`config.mk`:
```
export PLATFORM = sky130hd
export DESIGN_NAME = fail_safe_output_control
export DESIGN_NICKNAME = d
export VERILOG_FILES = /design/src/verilog/fsafe_pkg.sv /design/src/verilog/cfg_hamming_guard.sv /design/src/verilog/fail_safe_output_control.sv
export VERILOG_INCLUDE_DIRS = /design/src /design/src/verilog
export SDC_FILE = /design/constraint.sdc
export NUM_CORES = 1
export LEC_CHECK = 0
export BUFFER_PORTS_ARGS = -buffer_cell sky130_fd_sc_hd__clkbuf_2
export CORE_MARGIN = 8
export CORE_UTILIZATION = 52
export DETAILED_ROUTE_END_ITERATION = 10
export GPL_ROUTABILITY_DRIVEN = 0
export PLACE_DENSITY = 0.78
export SETUP_SLACK_MARGIN = 0.1
export SYNTH_ARGS = -nofsm -noshare
export SYNTH_HDL_FRONTEND = slang
export SYNTH_SLANG_ARGS = --single-unit
```
`constraint.sdc`:
```
create_clock -name i_ref_clk -period 5.9 [get_ports i_ref_clk]
set_input_delay 0.885 -clock i_ref_clk [delete_from_list [all_inputs] [get_ports i_ref_clk]]
set_output_delay 0.885 -clock i_ref_clk [all_outputs]
set_load 0.05 [all_outputs]
```
`src/verilog/fsafe_regs.svh`:
```
`ifndef FSAFE_REGS_SVH
`define FSAFE_REGS_SVH

// Safety configuration word layout
`define CFG_W           20
`define CFG_PAR_W       5
`define CFG_RST_EN_LSB  0
`define CFG_RST_EN_W    6
`define CFG_FS_EN_LSB   6
`define CFG_FS_EN_W     7
`define CFG_DUR_MODE    13
`define CFG_TIME_LSB    14
`define CFG_TIME_W      4
`define CFG_RANGE       18
`define CFG_FLT_SEL     19
`define CFG_RESET       20'h0_1FFF

// Release word action codes, top three bits
`define KEY_OP_PRI      3'h3
`define KEY_OP_SEC      3'h6
`define KEY_OP_BOTH     3'h5

// Fault counter values
`define FC_START        3'h1
`define FC_MAX          3'h7
`define FC_INTER_LONG   3'h3
`define FC_INTER_SHORT  3'h1

// Good refresh threshold default
`define REFRESH_THR_DEF 6

// Timing: one delay step tick and the clock period
`define TICK_TIME_NS    1000000
`define CLK_PERIOD_NS   40
`define UNIT_FINE_MS    10
`define UNIT_COARSE_MS  210

`endif
```
`src/verilog/fsafe_pkg.sv`:
```
`default_nettype none
package fsafe_pkg;
    // Secondary fail-safe output sequencing
    typedef enum logic [1:0] {
        SEC_IDLE,
        SEC_DELAY,
        SEC_LOW,
        SEC_PULSE
    } sec_state_e;
    typedef logic [7:0] key_t;
endpackage
`default_nettype wire

```
`src/verilog/cfg_hamming_guard.sv`:
```
`default_nettype none
module cfg_hamming_guard #(
    parameter int          DATA_W = 20,
    parameter int          PAR_W  = 5,
    parameter logic [19:0] RST_VAL = 20'h0_0000
) (
    // Clock and reset
    input  wire logic                    i_ref_clk,
    input  wire logic                    i_rst,
    // Write side
    input  wire logic                    i_init_phase,
    input  wire logic                    i_wr_en,
    input  wire logic [DATA_W-1:0]       i_wr_data,
    input  wire logic [DATA_W+PAR_W:0]   i_upset_mask,
    // Checked contents
    output logic      [DATA_W-1:0]       o_data,
    output logic                         o_single,
    output logic                         o_double
);
    localparam int N = DATA_W + PAR_W;

    // Parity count must cover all codeword positions
    if ((1 << PAR_W) < N + 1 || DATA_W > 20) begin : g_chk
        $error("cfg_hamming_guard: parity too narrow");
    end

    function automatic logic [N:0] encode(input logic [DATA_W-1:0] d);
        logic [N:0] c;
        int         j;
        c = '0;
        j = 0;
        for (int i = 1; i <= N; i++) begin
            if ((i & (i - 1)) != 0) begin
                c[i] = d[j];
                j++;
            end
        end
        for (int k = 0; k < PAR_W; k++) begin
            for (int i = 1; i <= N; i++) begin
                if (((i >> k) & 1) == 1 && i != (1 << k)) c[1 << k] ^= c[i];
            end
        end
        c[0] = ^c[N:1];
        return c;
    endfunction

    function automatic logic [DATA_W-1:0] extract(input logic [N:0] c);
        logic [DATA_W-1:0] d;
        int                j;
        d = '0;
        j = 0;
        for (int i = 1; i <= N; i++) begin
            if ((i & (i - 1)) != 0) begin
                d[j] = c[i];
                j++;
            end
        end
        return d;
    endfunction

    function automatic logic [PAR_W-1:0] syndrome(input logic [N:0] c);
        logic [PAR_W-1:0] s;
        s = '0;
        for (int k = 0; k < PAR_W; k++) begin
            for (int i = 1; i <= N; i++) begin
                if (((i >> k) & 1) == 1) s[k] ^= c[i];
            end
        end
        return s;
    endfunction

    localparam logic [N:0] CW_RST = encode(RST_VAL[DATA_W-1:0]);

    logic [N:0]       cw_q, cw_d, fix;
    logic [PAR_W-1:0] syn;
    logic             odd;

    // Check, correct and rewrite the stored codeword
    always_comb begin
        syn      = syndrome(cw_q);
        odd      = ^cw_q;
        fix      = odd ? ({{N{1'b0}}, 1'b1} << syn) : '0;
        o_single = !i_init_phase && odd;
        o_double = !i_init_phase && !odd && syn != '0;
        o_data   = extract(cw_q ^ fix);
        if (i_init_phase) begin
            cw_d = i_wr_en ? encode(i_wr_data) : cw_q;
        end else begin
            cw_d = cw_q ^ fix;
        end
        cw_d = cw_d ^ i_upset_mask;
    end

    always_ff @(posedge i_ref_clk or posedge i_rst) begin
        if (i_rst) cw_q <= CW_RST;
        else       cw_q <= cw_d;
    end
endmodule
`default_nettype wire

```
`src/verilog/fail_safe_output_control.sv`:
```
// Overview of operation
// - Power-up or low-power-off resume presets fault counter to 1, primary asserted.
// - With threshold 6, seven good refreshes bring the counter from 1 to 0.
// - Init config enables reset assertion per configurable fault cause except the IO45 error.
// - Reset always asserts on pre-regulator OV, init watchdog fail, stuck primary, SPI.
// - Init config enables primary output assertion per configurable fault cause.
// - Primary always asserts on pre-regulator OV, init watchdog fail, self-test fails, stuck reset or secondary, SPI, ECC.
// - Secondary follows primary, in delayed mode or fixed-duration mode.
// - Delayed mode: secondary low after programmed delay, held until software release.
// - Delay 0 to 3150 ms from four-bit code and range bit, counted digitally.
// - Zero delay in delayed mode asserts secondary in the same cycle as the primary.
// - Backup switch opens at reset; must be closed before secondary release.
// - Opening the backup switch is accepted only while primary is asserted.
// - Duration mode: secondary pulses low with primary for programmed time.
// - Release needs secondary self-test passed, aux self-test passed or no aux impact, fault gone, counter zero, switch if engaged, valid word.
// - Word top bits 011, 110, 101 select primary, secondary or both.
// - Safety config writable during init, Hamming protected afterwards.
// - Single bit error corrected silently and flagged.
// - Double bit error flagged and asserts the primary output.
// - Counter increments by one in each cycle where a reset or primary assertion starts (both at once count once), up to 7.
// - Good refreshes counted; next good after threshold decrements; bad clears.
// - Intermediate fault threshold 3 or 1 selected by one config bit.
`include "fsafe_regs.svh"
`default_nettype none
module fail_safe_output_control
    import fsafe_pkg::*;
#(
    parameter int unsigned TICK_CYCLES   = `TICK_TIME_NS / `CLK_PERIOD_NS,
    parameter int unsigned REFRESH_THR   = `REFRESH_THR_DEF,
    parameter int unsigned HAS_SECONDARY = 1
) (
    // Clock and reset
    input  wire logic                           i_ref_clk,
    input  wire logic                           i_rst,
    input  wire logic                           i_low_power_off_state_resume,
    // Safety configuration
    input  wire logic                           i_safety_init_phase,
    input  wire logic                           i_cfg_wr,
    input  wire logic [`CFG_W-1:0]              i_cfg_data,
    input  wire logic [`CFG_W+`CFG_PAR_W:0]     i_cfg_upset_mask,
    // Configurable fault causes
    input  wire logic                           i_wd_err_max,
    input  wire logic                           i_supply_uv,
    input  wire logic                           i_supply_ov,
    input  wire logic                           i_core_mon_fault,
    input  wire logic                           i_io23_err,
    input  wire logic                           i_io45_err,
    // Fixed fault causes
    input  wire logic                           i_pre_regulator_ov,
    input  wire logic                           i_init_wd_fail,
    input  wire logic                           i_logic_selftest_fail,
    input  wire logic                           i_analog_selftest_fail,
    input  wire logic                           i_reset_stuck_high,
    input  wire logic                           i_secondary_stuck_high,
    input  wire logic                           i_primary_stuck_high,
    input  wire logic                           i_spi_reset_req,
    input  wire logic                           i_spi_primary_low_req,
    // Watchdog
    input  wire logic                           i_wd_good,
    input  wire logic                           i_wd_bad,
    input  wire logic [7:0]                     i_watchdog_seed_value,
    // Release and backup switch
    input  wire logic                           i_release_key_wr,
    input  wire key_t                           i_safe_output_release_key,
    input  wire logic                           i_backup_switch_req_wr,
    input  wire logic                           i_backup_delay_switch_request,
    input  wire logic                           i_secondary_selftest_pass,
    input  wire logic                           i_aux_selftest_pass,
    input  wire logic [1:0]                     i_aux_overvoltage_impact,
    input  wire logic [1:0]                     i_aux_undervoltage_impact,
    input  wire logic                           i_ecc_flag_clr,
    // Outputs
    output logic                                o_reset_out_low,
    output logic                                o_fail_safe_out_primary,
    output logic                                o_fail_safe_out_secondary,
    output logic                                o_backup_supply_switch,
    output logic                                o_backup_delay_engaged_flag,
    output logic [2:0]                          o_fault_count,
    output logic                                o_ecc_single_flag,
    output logic                                o_ecc_double_flag
);
    localparam int PRE_W = (TICK_CYCLES < 2) ? 1 : $clog2(TICK_CYCLES);

    // Elaboration checks
    if (TICK_CYCLES < 2 || REFRESH_THR < 1 || REFRESH_THR > 14 || HAS_SECONDARY > 1)
    begin : g_chk
        $error("fail_safe_output_control: unsupported parameter");
    end

    logic [`CFG_W-1:0] cfg;
    logic              ecc_single, ecc_double;

    // Protected safety configuration
    cfg_hamming_guard #(
        .DATA_W  (`CFG_W),
        .PAR_W   (`CFG_PAR_W),
        .RST_VAL (`CFG_RESET)
    ) u_guard (
        .i_ref_clk    (i_ref_clk),
        .i_rst        (i_rst),
        .i_init_phase (i_safety_init_phase),
        .i_wr_en      (i_cfg_wr),
        .i_wr_data    (i_cfg_data),
        .i_upset_mask (i_cfg_upset_mask),
        .o_data       (cfg),
        .o_single     (ecc_single),
        .o_double     (ecc_double)
    );

    logic [2:0]  fc_q, fc_d, inter;
    logic [3:0]  rc_q, rc_d;
    logic        rst_q, pri_q, pri_d, sw_q, sw_d, eng_q, eng_d;
    logic        sgl_q, sgl_d, dbl_q, dbl_d, sec_low_q;
    logic        rst_cause, pri_cause, pri_set_ev, inc, dec;
    logic        cond_ok, key_pri, key_sec, pri_rel, sec_rel;
    logic [4:0]  exp_pri, exp_sec, exp_both;
    logic [11:0] dly_ms, ms_q, ms_d;
    logic [PRE_W-1:0] pre_q, pre_d;
    logic        tick;
    sec_state_e  sec_q, sec_d;

    // Fault causes and thresholds
    always_comb begin
        inter = cfg[`CFG_FLT_SEL] ? `FC_INTER_SHORT : `FC_INTER_LONG;
        rst_cause = |(cfg[`CFG_RST_EN_LSB +: `CFG_RST_EN_W] &
                      {fc_q >= inter, i_io23_err, i_core_mon_fault,
                       i_supply_ov, i_supply_uv, i_wd_err_max})
                  | i_pre_regulator_ov | i_init_wd_fail
                  | i_primary_stuck_high | i_spi_reset_req;
        pri_cause = |(cfg[`CFG_FS_EN_LSB +: `CFG_FS_EN_W] &
                      {fc_q >= inter, i_io45_err, i_io23_err, i_core_mon_fault,
                       i_supply_ov, i_supply_uv, i_wd_err_max})
                  | i_pre_regulator_ov | i_init_wd_fail | i_logic_selftest_fail
                  | i_analog_selftest_fail | i_reset_stuck_high
                  | i_secondary_stuck_high | i_spi_primary_low_req
                  | ecc_double;
        pri_set_ev = (pri_cause | i_low_power_off_state_resume) & ~pri_q;
        dly_ms = 12'(cfg[`CFG_TIME_LSB +: `CFG_TIME_W]) *
                 (cfg[`CFG_RANGE] ? 12'(`UNIT_COARSE_MS) : 12'(`UNIT_FINE_MS));
    end

    // Release word check against the current seed
    always_comb begin
        exp_pri  = ~{i_watchdog_seed_value[0], i_watchdog_seed_value[1],
                     i_watchdog_seed_value[2], i_watchdog_seed_value[3],
                     i_watchdog_seed_value[4]};
        exp_sec  = ~{i_watchdog_seed_value[3], i_watchdog_seed_value[4],
                     i_watchdog_seed_value[5], i_watchdog_seed_value[6],
                     i_watchdog_seed_value[7]};
        exp_both = ~{i_watchdog_seed_value[0], i_watchdog_seed_value[1],
                     i_watchdog_seed_value[2], i_watchdog_seed_value[6],
                     i_watchdog_seed_value[7]};
        cond_ok  = (HAS_SECONDARY == 0 || i_secondary_selftest_pass)
                && (i_aux_selftest_pass
                    || (i_aux_overvoltage_impact == 2'h0 && i_aux_undervoltage_impact == 2'h0))
                && !pri_cause && !rst_cause && fc_q == 3'h0
                && (!eng_q || sw_q);
        key_pri  = (i_safe_output_release_key[7:5] == `KEY_OP_PRI
                    && i_safe_output_release_key[4:0] == exp_pri)
                || (i_safe_output_release_key[7:5] == `KEY_OP_BOTH
                    && i_safe_output_release_key[4:0] == exp_both);
        key_sec  = (i_safe_output_release_key[7:5] == `KEY_OP_SEC
                    && i_safe_output_release_key[4:0] == exp_sec)
                || (i_safe_output_release_key[7:5] == `KEY_OP_BOTH
                    && i_safe_output_release_key[4:0] == exp_both);
        pri_rel  = i_release_key_wr && key_pri && cond_ok && pri_q;
        sec_rel  = i_release_key_wr && key_sec && cond_ok && sw_q
                && sec_q == SEC_LOW;
    end

    // Fault counter, refresh counter, outputs and switch next state
    always_comb begin
        inc  = (rst_cause & ~rst_q) | (pri_cause & ~pri_q);
        dec  = i_wd_good && rc_q == 4'(REFRESH_THR) && fc_q != 3'h0;
        fc_d = fc_q;
        if (inc && !dec && fc_q != `FC_MAX) fc_d = fc_q + 1'b1;
        else if (dec && !inc) fc_d = fc_q - 1'b1;
        if (i_low_power_off_state_resume) fc_d = `FC_START;
        rc_d = rc_q;
        if (i_wd_bad) rc_d = 4'h0;
        else if (i_wd_good) rc_d = (rc_q == 4'(REFRESH_THR)) ? 4'h0 : rc_q + 1'b1;
        pri_d = (pri_q & ~pri_rel) | pri_cause | i_low_power_off_state_resume;
        sw_d  = sw_q;
        eng_d = eng_q & ~(pri_rel | sec_rel);
        if (i_backup_switch_req_wr && i_backup_delay_switch_request) begin
            sw_d = 1'b1;
        end else if (i_backup_switch_req_wr && pri_q) begin
            sw_d  = 1'b0;
            eng_d = 1'b1;
        end
        sgl_d = ecc_single | (sgl_q & ~i_ecc_flag_clr);
        dbl_d = ecc_double | (dbl_q & ~i_ecc_flag_clr);
    end

    always_ff @(posedge i_ref_clk or posedge i_rst) begin
        if (i_rst) begin
            fc_q  <= `FC_START;
            rc_q  <= 4'h0;
            rst_q <= 1'b0;
            pri_q <= 1'b1;
            sw_q  <= 1'b0;
            eng_q <= 1'b0;
            sgl_q <= 1'b0;
            dbl_q <= 1'b0;
        end else begin
            fc_q  <= fc_d;
            rc_q  <= rc_d;
            rst_q <= rst_cause;
            pri_q <= pri_d;
            sw_q  <= sw_d;
            eng_q <= eng_d;
            sgl_q <= sgl_d;
            dbl_q <= dbl_d;
        end
    end

    // Secondary output sequencing with a one-millisecond tick
    always_comb begin
        sec_d = sec_q;
        ms_d  = ms_q;
        pre_d = pre_q;
        tick  = pre_q == PRE_W'(TICK_CYCLES - 1);
        unique case (sec_q)
            SEC_IDLE: begin
                if (pri_set_ev && HAS_SECONDARY != 0) begin
                    pre_d = '0;
                    ms_d  = dly_ms;
                    if (!cfg[`CFG_DUR_MODE]) begin
                        sec_d = (dly_ms == 12'h0) ? SEC_LOW : SEC_DELAY;
                    end else if (dly_ms != 12'h0) begin
                        sec_d = SEC_PULSE;
                    end
                end
            end
            SEC_DELAY, SEC_PULSE: begin
                pre_d = tick ? '0 : pre_q + 1'b1;
                if (tick) begin
                    ms_d = ms_q - 1'b1;
                    if (ms_q == 12'h1) begin
                        sec_d = (sec_q == SEC_DELAY) ? SEC_LOW : SEC_IDLE;
                    end
                end
            end
            SEC_LOW: begin
                if (sec_rel) sec_d = SEC_IDLE;
            end
        endcase
    end

    always_ff @(posedge i_ref_clk or posedge i_rst) begin
        if (i_rst) begin
            sec_q     <= SEC_IDLE;
            ms_q      <= 12'h0;
            pre_q     <= '0;
            sec_low_q <= 1'b0;
        end else begin
            sec_q     <= sec_d;
            ms_q      <= ms_d;
            pre_q     <= pre_d;
            sec_low_q <= sec_d == SEC_LOW || sec_d == SEC_PULSE;
        end
    end

    // Pin levels, reset and fail-safe outputs low when asserted
    assign o_reset_out_low             = ~rst_q;
    assign o_fail_safe_out_primary     = ~pri_q;
    assign o_fail_safe_out_secondary   = ~sec_low_q;
    assign o_backup_supply_switch      = sw_q;
    assign o_backup_delay_engaged_flag = eng_q;
    assign o_fault_count               = fc_q;
    assign o_ecc_single_flag           = sgl_q;
    assign o_ecc_double_flag           = dbl_q;
endmodule
`default_nettype wire

```
==> results.tsv, run 1 <==
stage	metric	value	unit
yosys	Top FF cell, synth	dfrtp_1	
floorplanning	Die ar.	0.01559	mm2
clocking	clk buf depth	2	
min_path	worst hold start	pre_q[14]	
cells_and_area	fin nets	932	
clocking	Root Buffer	clkbuf_16	
critical_path	Critical R2R Launch	u_guard.cw_q[10]	
global_routing	largest net degree at the start of global routing	69	
min_path	Hold Crit Endpoint	pre_q[14]	
flow_run	maxcap violations	0	
min_path	Worst Hold Path Cells	1	
global_routing	gr usage total	22.27	%
yosys	ys async rst share	100.0	%
yosys	post-synthesis cell type count	71	
cells_and_area	Inserted Diodes	0	
cells_and_area	Layout area overhead	17.91	%
clocking	# clock sinks	68	
status	run status	finished, final reports clean	
critical_path	Reg2Reg Depth	22	
cells_and_area	Multi-input gate area	0.004348	mm2
yosys	Post-synth EDFFs	0	
route	Initial DRC Count	568	
global_routing	Overflow after GRT	0	
timing	worst clock skew	0.006918	ns
yosys	synthesized cell area	0.006163	mm2
timing	Slew @ Worst Pin	0.9042	ns
timing	final hold viol count	0	
floorplanning	core region area	0.01152	mm2
global_routing	antenna violations before repair	0	
clocking	Worst-path clk slew	0.06	ns
timing	Setup TNS Final	0	ns
timing	minimum clock period	5.675	ns
route	DRC errors left	0	
placement	dpl hpwl	13370	um
critical_path	R2R setup slack	0.23	ns
route	Total Routed Length	17700	um
floorplanning	Die Ht	124.9	um
floorplanning	Die W	124.9	um
critical_path	kind of critical path	register to register	
cells_and_area	Fill cells	914	
critical_path	CP arrival	5.89	ns
critical_path	Startpoint Class	register	
global_routing	first-pass GRT wire length	28950	um
yosys	Syn Inst Count	708	
cells_and_area	sequential cell area	0.001724	mm2
placement	Port Buf Inserts	103	
timing	Slew HR	39.50	%
floorplanning	# IOs	104	
floorplanning	Starting Density	53.52	%
critical_path	worst-path fanout max	5	
clocking	CTS tree	done	
timing	final worst path period share	96.18	%
min_path	Worst Hold Class	register to register	
yosys	post-synthesis net count	829	
yosys	register bit total from synthesis	68	
global_routing	vias in the first global route	5913	
yosys	Synth Warn #	0	
route	vias per cell	6.117	
timing	final setup fails	0	
clocking	CTS hold repair buffers	0	
route	vias after detailed routing	5866	
clocking	H-tree Lvls	3	
timing	Slew Limit Fails	0	
yosys	Syn Area/Cell	8.705	um2
timing	Achievable Freq	176.2	MHz
critical_path	Critical Path RT	6.12	ns
floorplanning	cell row count	39	
route	WL/cell	18.46	um
clocking	Num CTS Buffers	9	
cells_and_area	share of post-route cells with drive strength above 1	22.43	%
timing	RSZ-0062 raised after global routing	yes	
route	DR pass1 iterations	8	
route	Antenna Nets Post-Route	0	
critical_path	element type at the critical path end	register	
yosys	register area share after synthesis	27.97	%
clocking	worst skew pair latency	0.34	ns
cell type report:
type	count	share of cell area, %
Clock inverter	5	0.8264
Multi-Input combinational cell	588	59.83
Clock buffer	11	3.478
Tap cell	143	2.462
Timing Repair Buffer	112	8.023
Inverter	32	1.653
Sequential cell	68	23.73
cells in the mapped netlist (9+ instances only):
master    instances  area share, %
ha_1             24            4.9
mux2i_1          14            2.3
dfrtp_1          50             20
inv_1            31            1.9
nand2_1          48            2.9
a21oi_1          32            2.6
nand2b_1         10            1.0
o21ai_0          52            4.2
xor2_1           32            4.5
dfstp_2          18            7.7
a31oi_1          21            2.1
clkbuf_1         14           0.85
nor3_1           22            1.8
nor2_1           68            4.1
nand3_1          18            1.5
or3_1             9           0.91
nor4_1           11            1.1
xnor2_1          94             13
through the flow:
stage / area [um2] / setup WS, ns / instances / hold slack, ns / utilization (%)
after floorplan: 6163 / 0.2436 / 708 / 0.4504 / -
after global placement: 6837 / 0.3156 / 942 / 0.4744 / 59.37
after detailed placement: 6837 / 0.1760 / 942 / 0.4825 / 59.37
after CTS: 7149 / 0.1385 / 958 / 0.4893 / 62.08
after global routing: 7267 / -0.03497 / 959 / 0.5102 / 63.10
final: 7267 / 0.2253 / 959 / 0.5050 / 63.10
cell families (layout without fill, tap and decap cells):
group           count (synthesis)  in the layout  synth area share (%)
compound gates                177            177                 18.90
flops                          68             68                 27.97
buf+inv                        52            160                 3.268
mux                            15             15                 2.456
other cells                     1              1               0.06084
xor+xnor                      140            140                 22.92
fa+ha+maj                      27             27                 5.847
simple gates                  228            228                 18.58
routing by layer:
layer	global-route usage (%)	routed length (um)	part of all wire (%)	vias up
met4	7.880	335	1.9	0
met2	36.76	8422	48	259
met3	5.651	1490	8.4	34
met1	27.57	7449	42	2851
li1	-	-	-	2722
met5	0	0	0	-
worst max-delay path, stage by stage, from the launching register on:
cell      delay (ns)
dfstp_2         0.58
xnor3_2         0.45
xnor3_1         0.39
xor3_2          0.28
or3_4           0.44
nor3_4          0.19
xnor2_2         0.18
nor2_1          0.09
ha_1            0.28
ha_1            0.28
ha_1            0.24
fa_1            0.41
a21o_1          0.19
a21oi_2         0.18
o21bai_1        0.08
a21oi_1         0.17
xnor2_1         0.11
nor2_1          0.10
nand4_1         0.14
or3_1           0.38
a41o_1          0.24
nand3_1         0.07
o211ai_1        0.08
placed cells by master (no fill, tap or decap), types with 6 or more instances in the layout:
master / synthesis / final
clkbuf_2: 1 / 103
xnor2_1: 94 / 91
nor2_1: 68 / 68
o21ai_0: 52 / 52
dfrtp_1: 50 / 50
nand2_1: 48 / 48
inv_1: 31 / 30
xor2_1: 32 / 29
a21oi_1: 32 / 29
ha_1: 24 / 24
a31oi_1: 21 / 21
nor3_1: 22 / 19
nand3_1: 18 / 18
dfstp_2: 18 / 18
mux2i_1: 14 / 14
nor4_1: 11 / 11
nand2b_1: 10 / 9
clkbuf_16: 0 / 9
buf_4: 1 / 9
and3_1: 8 / 8
or3_1: 9 / 8
o21a_1: 8 / 8
o211ai_1: 7 / 7
xnor3_1: 8 / 6
and2_1: 6 / 6
nand4_1: 6 / 6
worst max-delay path by stage:
| stage | end | from | depth (start not counted) |
|---|---|---|---|
| final | register | u_guard.cw_q[10] | 22 |
| after global routing | register | u_guard.cw_q[10] | 23 |
| after CTS | register | u_guard.cw_q[10] | 22 |
| after detailed placement | register | u_guard.cw_q[10] | 22 |
| after global placement | register | u_guard.cw_q[10] | 22 |
| after floorplan | register | u_guard.cw_q[10] | 22 |
timing repair:
item	CTS	global route
setup buffers	0	1
endpoints found under the setup margin	0	2
resized for setup	0	22
registers in the layout (all words and copies together) (netlist names), named ones only:
name	count
ms_q	12
o_backup_delay_engaged_flag	1
o_backup_supply_switch	1
o_ecc_double_flag	1
o_ecc_single_flag	1
o_fault_count	3
pre_q	15
pri_q	1
rc_q	4
rst_q	1
sec_q	1
u_guard.cw_q	26
Power of run 1 is not shown: default switching activity piles up to over one toggle a cycle in this logic, so the estimate is an artifact.
==> inputs of run 2 (changes only) <==
Settings changed: CORE_UTILIZATION 52 to 50, PLACE_DENSITY 0.78 to 0.75.
==> run 2 against run 1 <==
Compared with the run above:
- final cell count is 0.31% higher
- utilization is 2.9 points lower
- register-to-register slack better by 0.09 ns
- maximum frequency is 1.6% higher
- wire length is 0.39% lower
- via count is 1.5% lower
- critical path depth is 1 higher
- worst hold slack worse by 0.015 ns
- sequential cell count stayed put
- first-iteration DRC count is 32% lower
- sequential share of layout area is 0.11 points higher
==> results.tsv, run 2 (synthesis gave the netlist of run 1 again) <==
stage	metric	value	unit	change
floorplanning	core region area	0.01201	mm2	+4.3%
flow_run	maxcap violations	0		unchanged
global_routing	Overflow after GRT	0		unchanged
clocking	CTS tree	done		
route	Antenna Nets Post-Route	0		unchanged
critical_path	element type at the critical path end	register		
cells_and_area	Inserted Diodes	0		unchanged
clocking	CTS hold repair buffers	0		unchanged
cells_and_area	registers with the most flip-flops	u_guard.cw_q (26), pre_q (15), ms_q (12)		
route	vias per cell	6.006		-1.8%
route	DR pass1 iterations	7		-1
placement	dpl hpwl	13560	um	+1.4%
timing	Slew @ Worst Pin	0.9353	ns	+0.03118 ns
min_path	Worst Hold Class	register to register		
cells_and_area	most frequent cells in the layout	clkbuf_2, xnor2_1, nor2_1, o21ai_0, dfrtp_1		
floorplanning	Die Ht	127.0	um	+1.7%
clocking	CTS resizes	0		unchanged
critical_path	Startpoint Class	register		
timing	final worst path period share	94.68	%	-1.5 points
placement	Port Buf Inserts	103		unchanged
route	Total Routed Length	17630	um	-0.39%
status	run status	finished, final reports clean		
timing	Achievable Freq	179.0	MHz	+1.6%
clocking	# clock sinks	68		unchanged
timing	RSZ-0062 raised after global routing	yes		
cells_and_area	max reg flops	26		unchanged
global_routing	gr usage total	21.92	%	-0.36 points
route	vias after detailed routing	5778		-1.5%
clocking	Worst-path clk slew	0.06	ns	about the same
critical_path	Critical Path RT	6.12	ns	about the same
critical_path	CP max-delay cell	xnor3_1		
cells_and_area	share of post-route cells with drive strength above 1	21.60	%	-0.83 points
clocking	clk buf depth	2		unchanged
cells_and_area	fin nets	931		-0.11%
route	Initial DRC Count	386		-32%
critical_path	Crit path max-delay family	simple AND/OR/NAND/NOR gates		
critical_path	worst-path fanout max	9		+4
timing	Slew HR	37.41	%	-2.1 points
critical_path	kind of critical path	register to register		
critical_path	Crit path largest cell delay	0.64	ns	+0.06 ns
clocking	Root Buffer	clkbuf_16		
clocking	Num CTS Buffers	9		unchanged
timing	worst clock skew	0.008855	ns	+0.001937 ns
critical_path	Critical path buffers and inverters	3		+3
cells_and_area	Biggest register	u_guard.cw_q		
floorplanning	Starting Density	51.31	%	-2.2 points
clocking	post-CTS setup buffer count	0		unchanged
timing	final setup fails	0		unchanged
floorplanning	# IOs	104		unchanged
timing	Slew Limit Fails	0		unchanged
global_routing	first-pass GRT wire length	28810	um	-0.45%
timing	crit path setup slack, layout	0.3137	ns	+0.08840 ns
placement	pre-CTS setup slack	0.2302	ns	+0.05422 ns
timing	Setup TNS Final	0	ns	unchanged
global_routing	vias in the first global route	5833		-1.4%
floorplanning	Die ar.	0.01614	mm2	+3.5%
timing	minimum clock period	5.586	ns	-0.08840 ns
clocking	H-tree Lvls	3		unchanged
cells_and_area	Layout area overhead	17.36	%	
route	WL/cell	18.33	um	-0.70%
cells_and_area	commonest non-fill, non-tap cell in the layout	clkbuf_2		
route	DRC errors left	0		unchanged
timing	final hold viol count	0		unchanged
global_routing	largest net degree at the start of global routing	69		unchanged
critical_path	CP cell instances	xor2_1, xnor2_2, xnor3_1, nand2b_1, nor3_4, xor2_1, buf_4, and2_1, ha_1, inv_1, fa_1, inv_1, ha_1, a21oi_2, o21bai_1, a21oi_1, xnor2_1, nor2_1, nand4_1, or3_1, a41o_1, nand3_1, o211ai_1		
critical_path	CP arrival	5.81	ns	-0.08 ns
global_routing	antenna violations before repair	0		unchanged
clocking	worst skew pair latency	0.35	ns	about the same
floorplanning	Die W	127.0	um	+1.7%
floorplanning	cell row count	40		+2.6%
==> run 2: per-stage QoR <==
step                      hold WS [ns]  instances  utilization (%)  cell area [um2]
after floorplan                 0.4504        708                -             6163
after global placement          0.4758        946            56.96             6842
after detailed placement        0.4764        946            56.96             6842
after CTS                       0.4910        962            59.54             7152
after global routing            0.5158        962            60.22             7233
final                           0.4897        962            60.22             7233
==> run 2: cell type report <==
| type | count | area, um2 |
|---|---|---|
| multi-input cells | 588 | 4319 |
| fillers | 1049 | 4778 |
| flip-flops and latches | 68 | 1724 |
| clock buffers | 10 | 239.0 |
| clock inverters | 6 | 71.32 |
| repair buffers | 111 | 575.6 |
| inverters | 32 | 120.1 |
| well taps | 147 | 183.9 |
==> run 2: routing by layer <==
metal	wire [um]	share of wire (%)	GRT usage, %
met1	7622	43	27.12
met2	8097	46	35.23
met3	1537	8.7	7.196
met4	374	2.1	7.348
met5	0	0	0
==> run 2: worst paths after layout <==
| path | start | end | slack (ns) | cells past startpoint |
|---|---|---|---|---|
| setup / recovery | u_guard.cw_q[13] | register | 0.31 | 23 |
| hold / removal | pre_q[14] | pre_q[14] | 0.49 | 1 |
| setup reg to reg | u_guard.cw_q[13] | register | 0.31 | 23 |
| hold reg to reg | pre_q[14] | pre_q[14] | 0.49 | 1 |
| max in group asynchronous | i_rst | u_guard.cw_q[2] | 4.53 | 3 |
| min in group asynchronous | i_rst | pre_q[7] | 0.77 | 3 |
Power of run 2 is left out for the same reason.
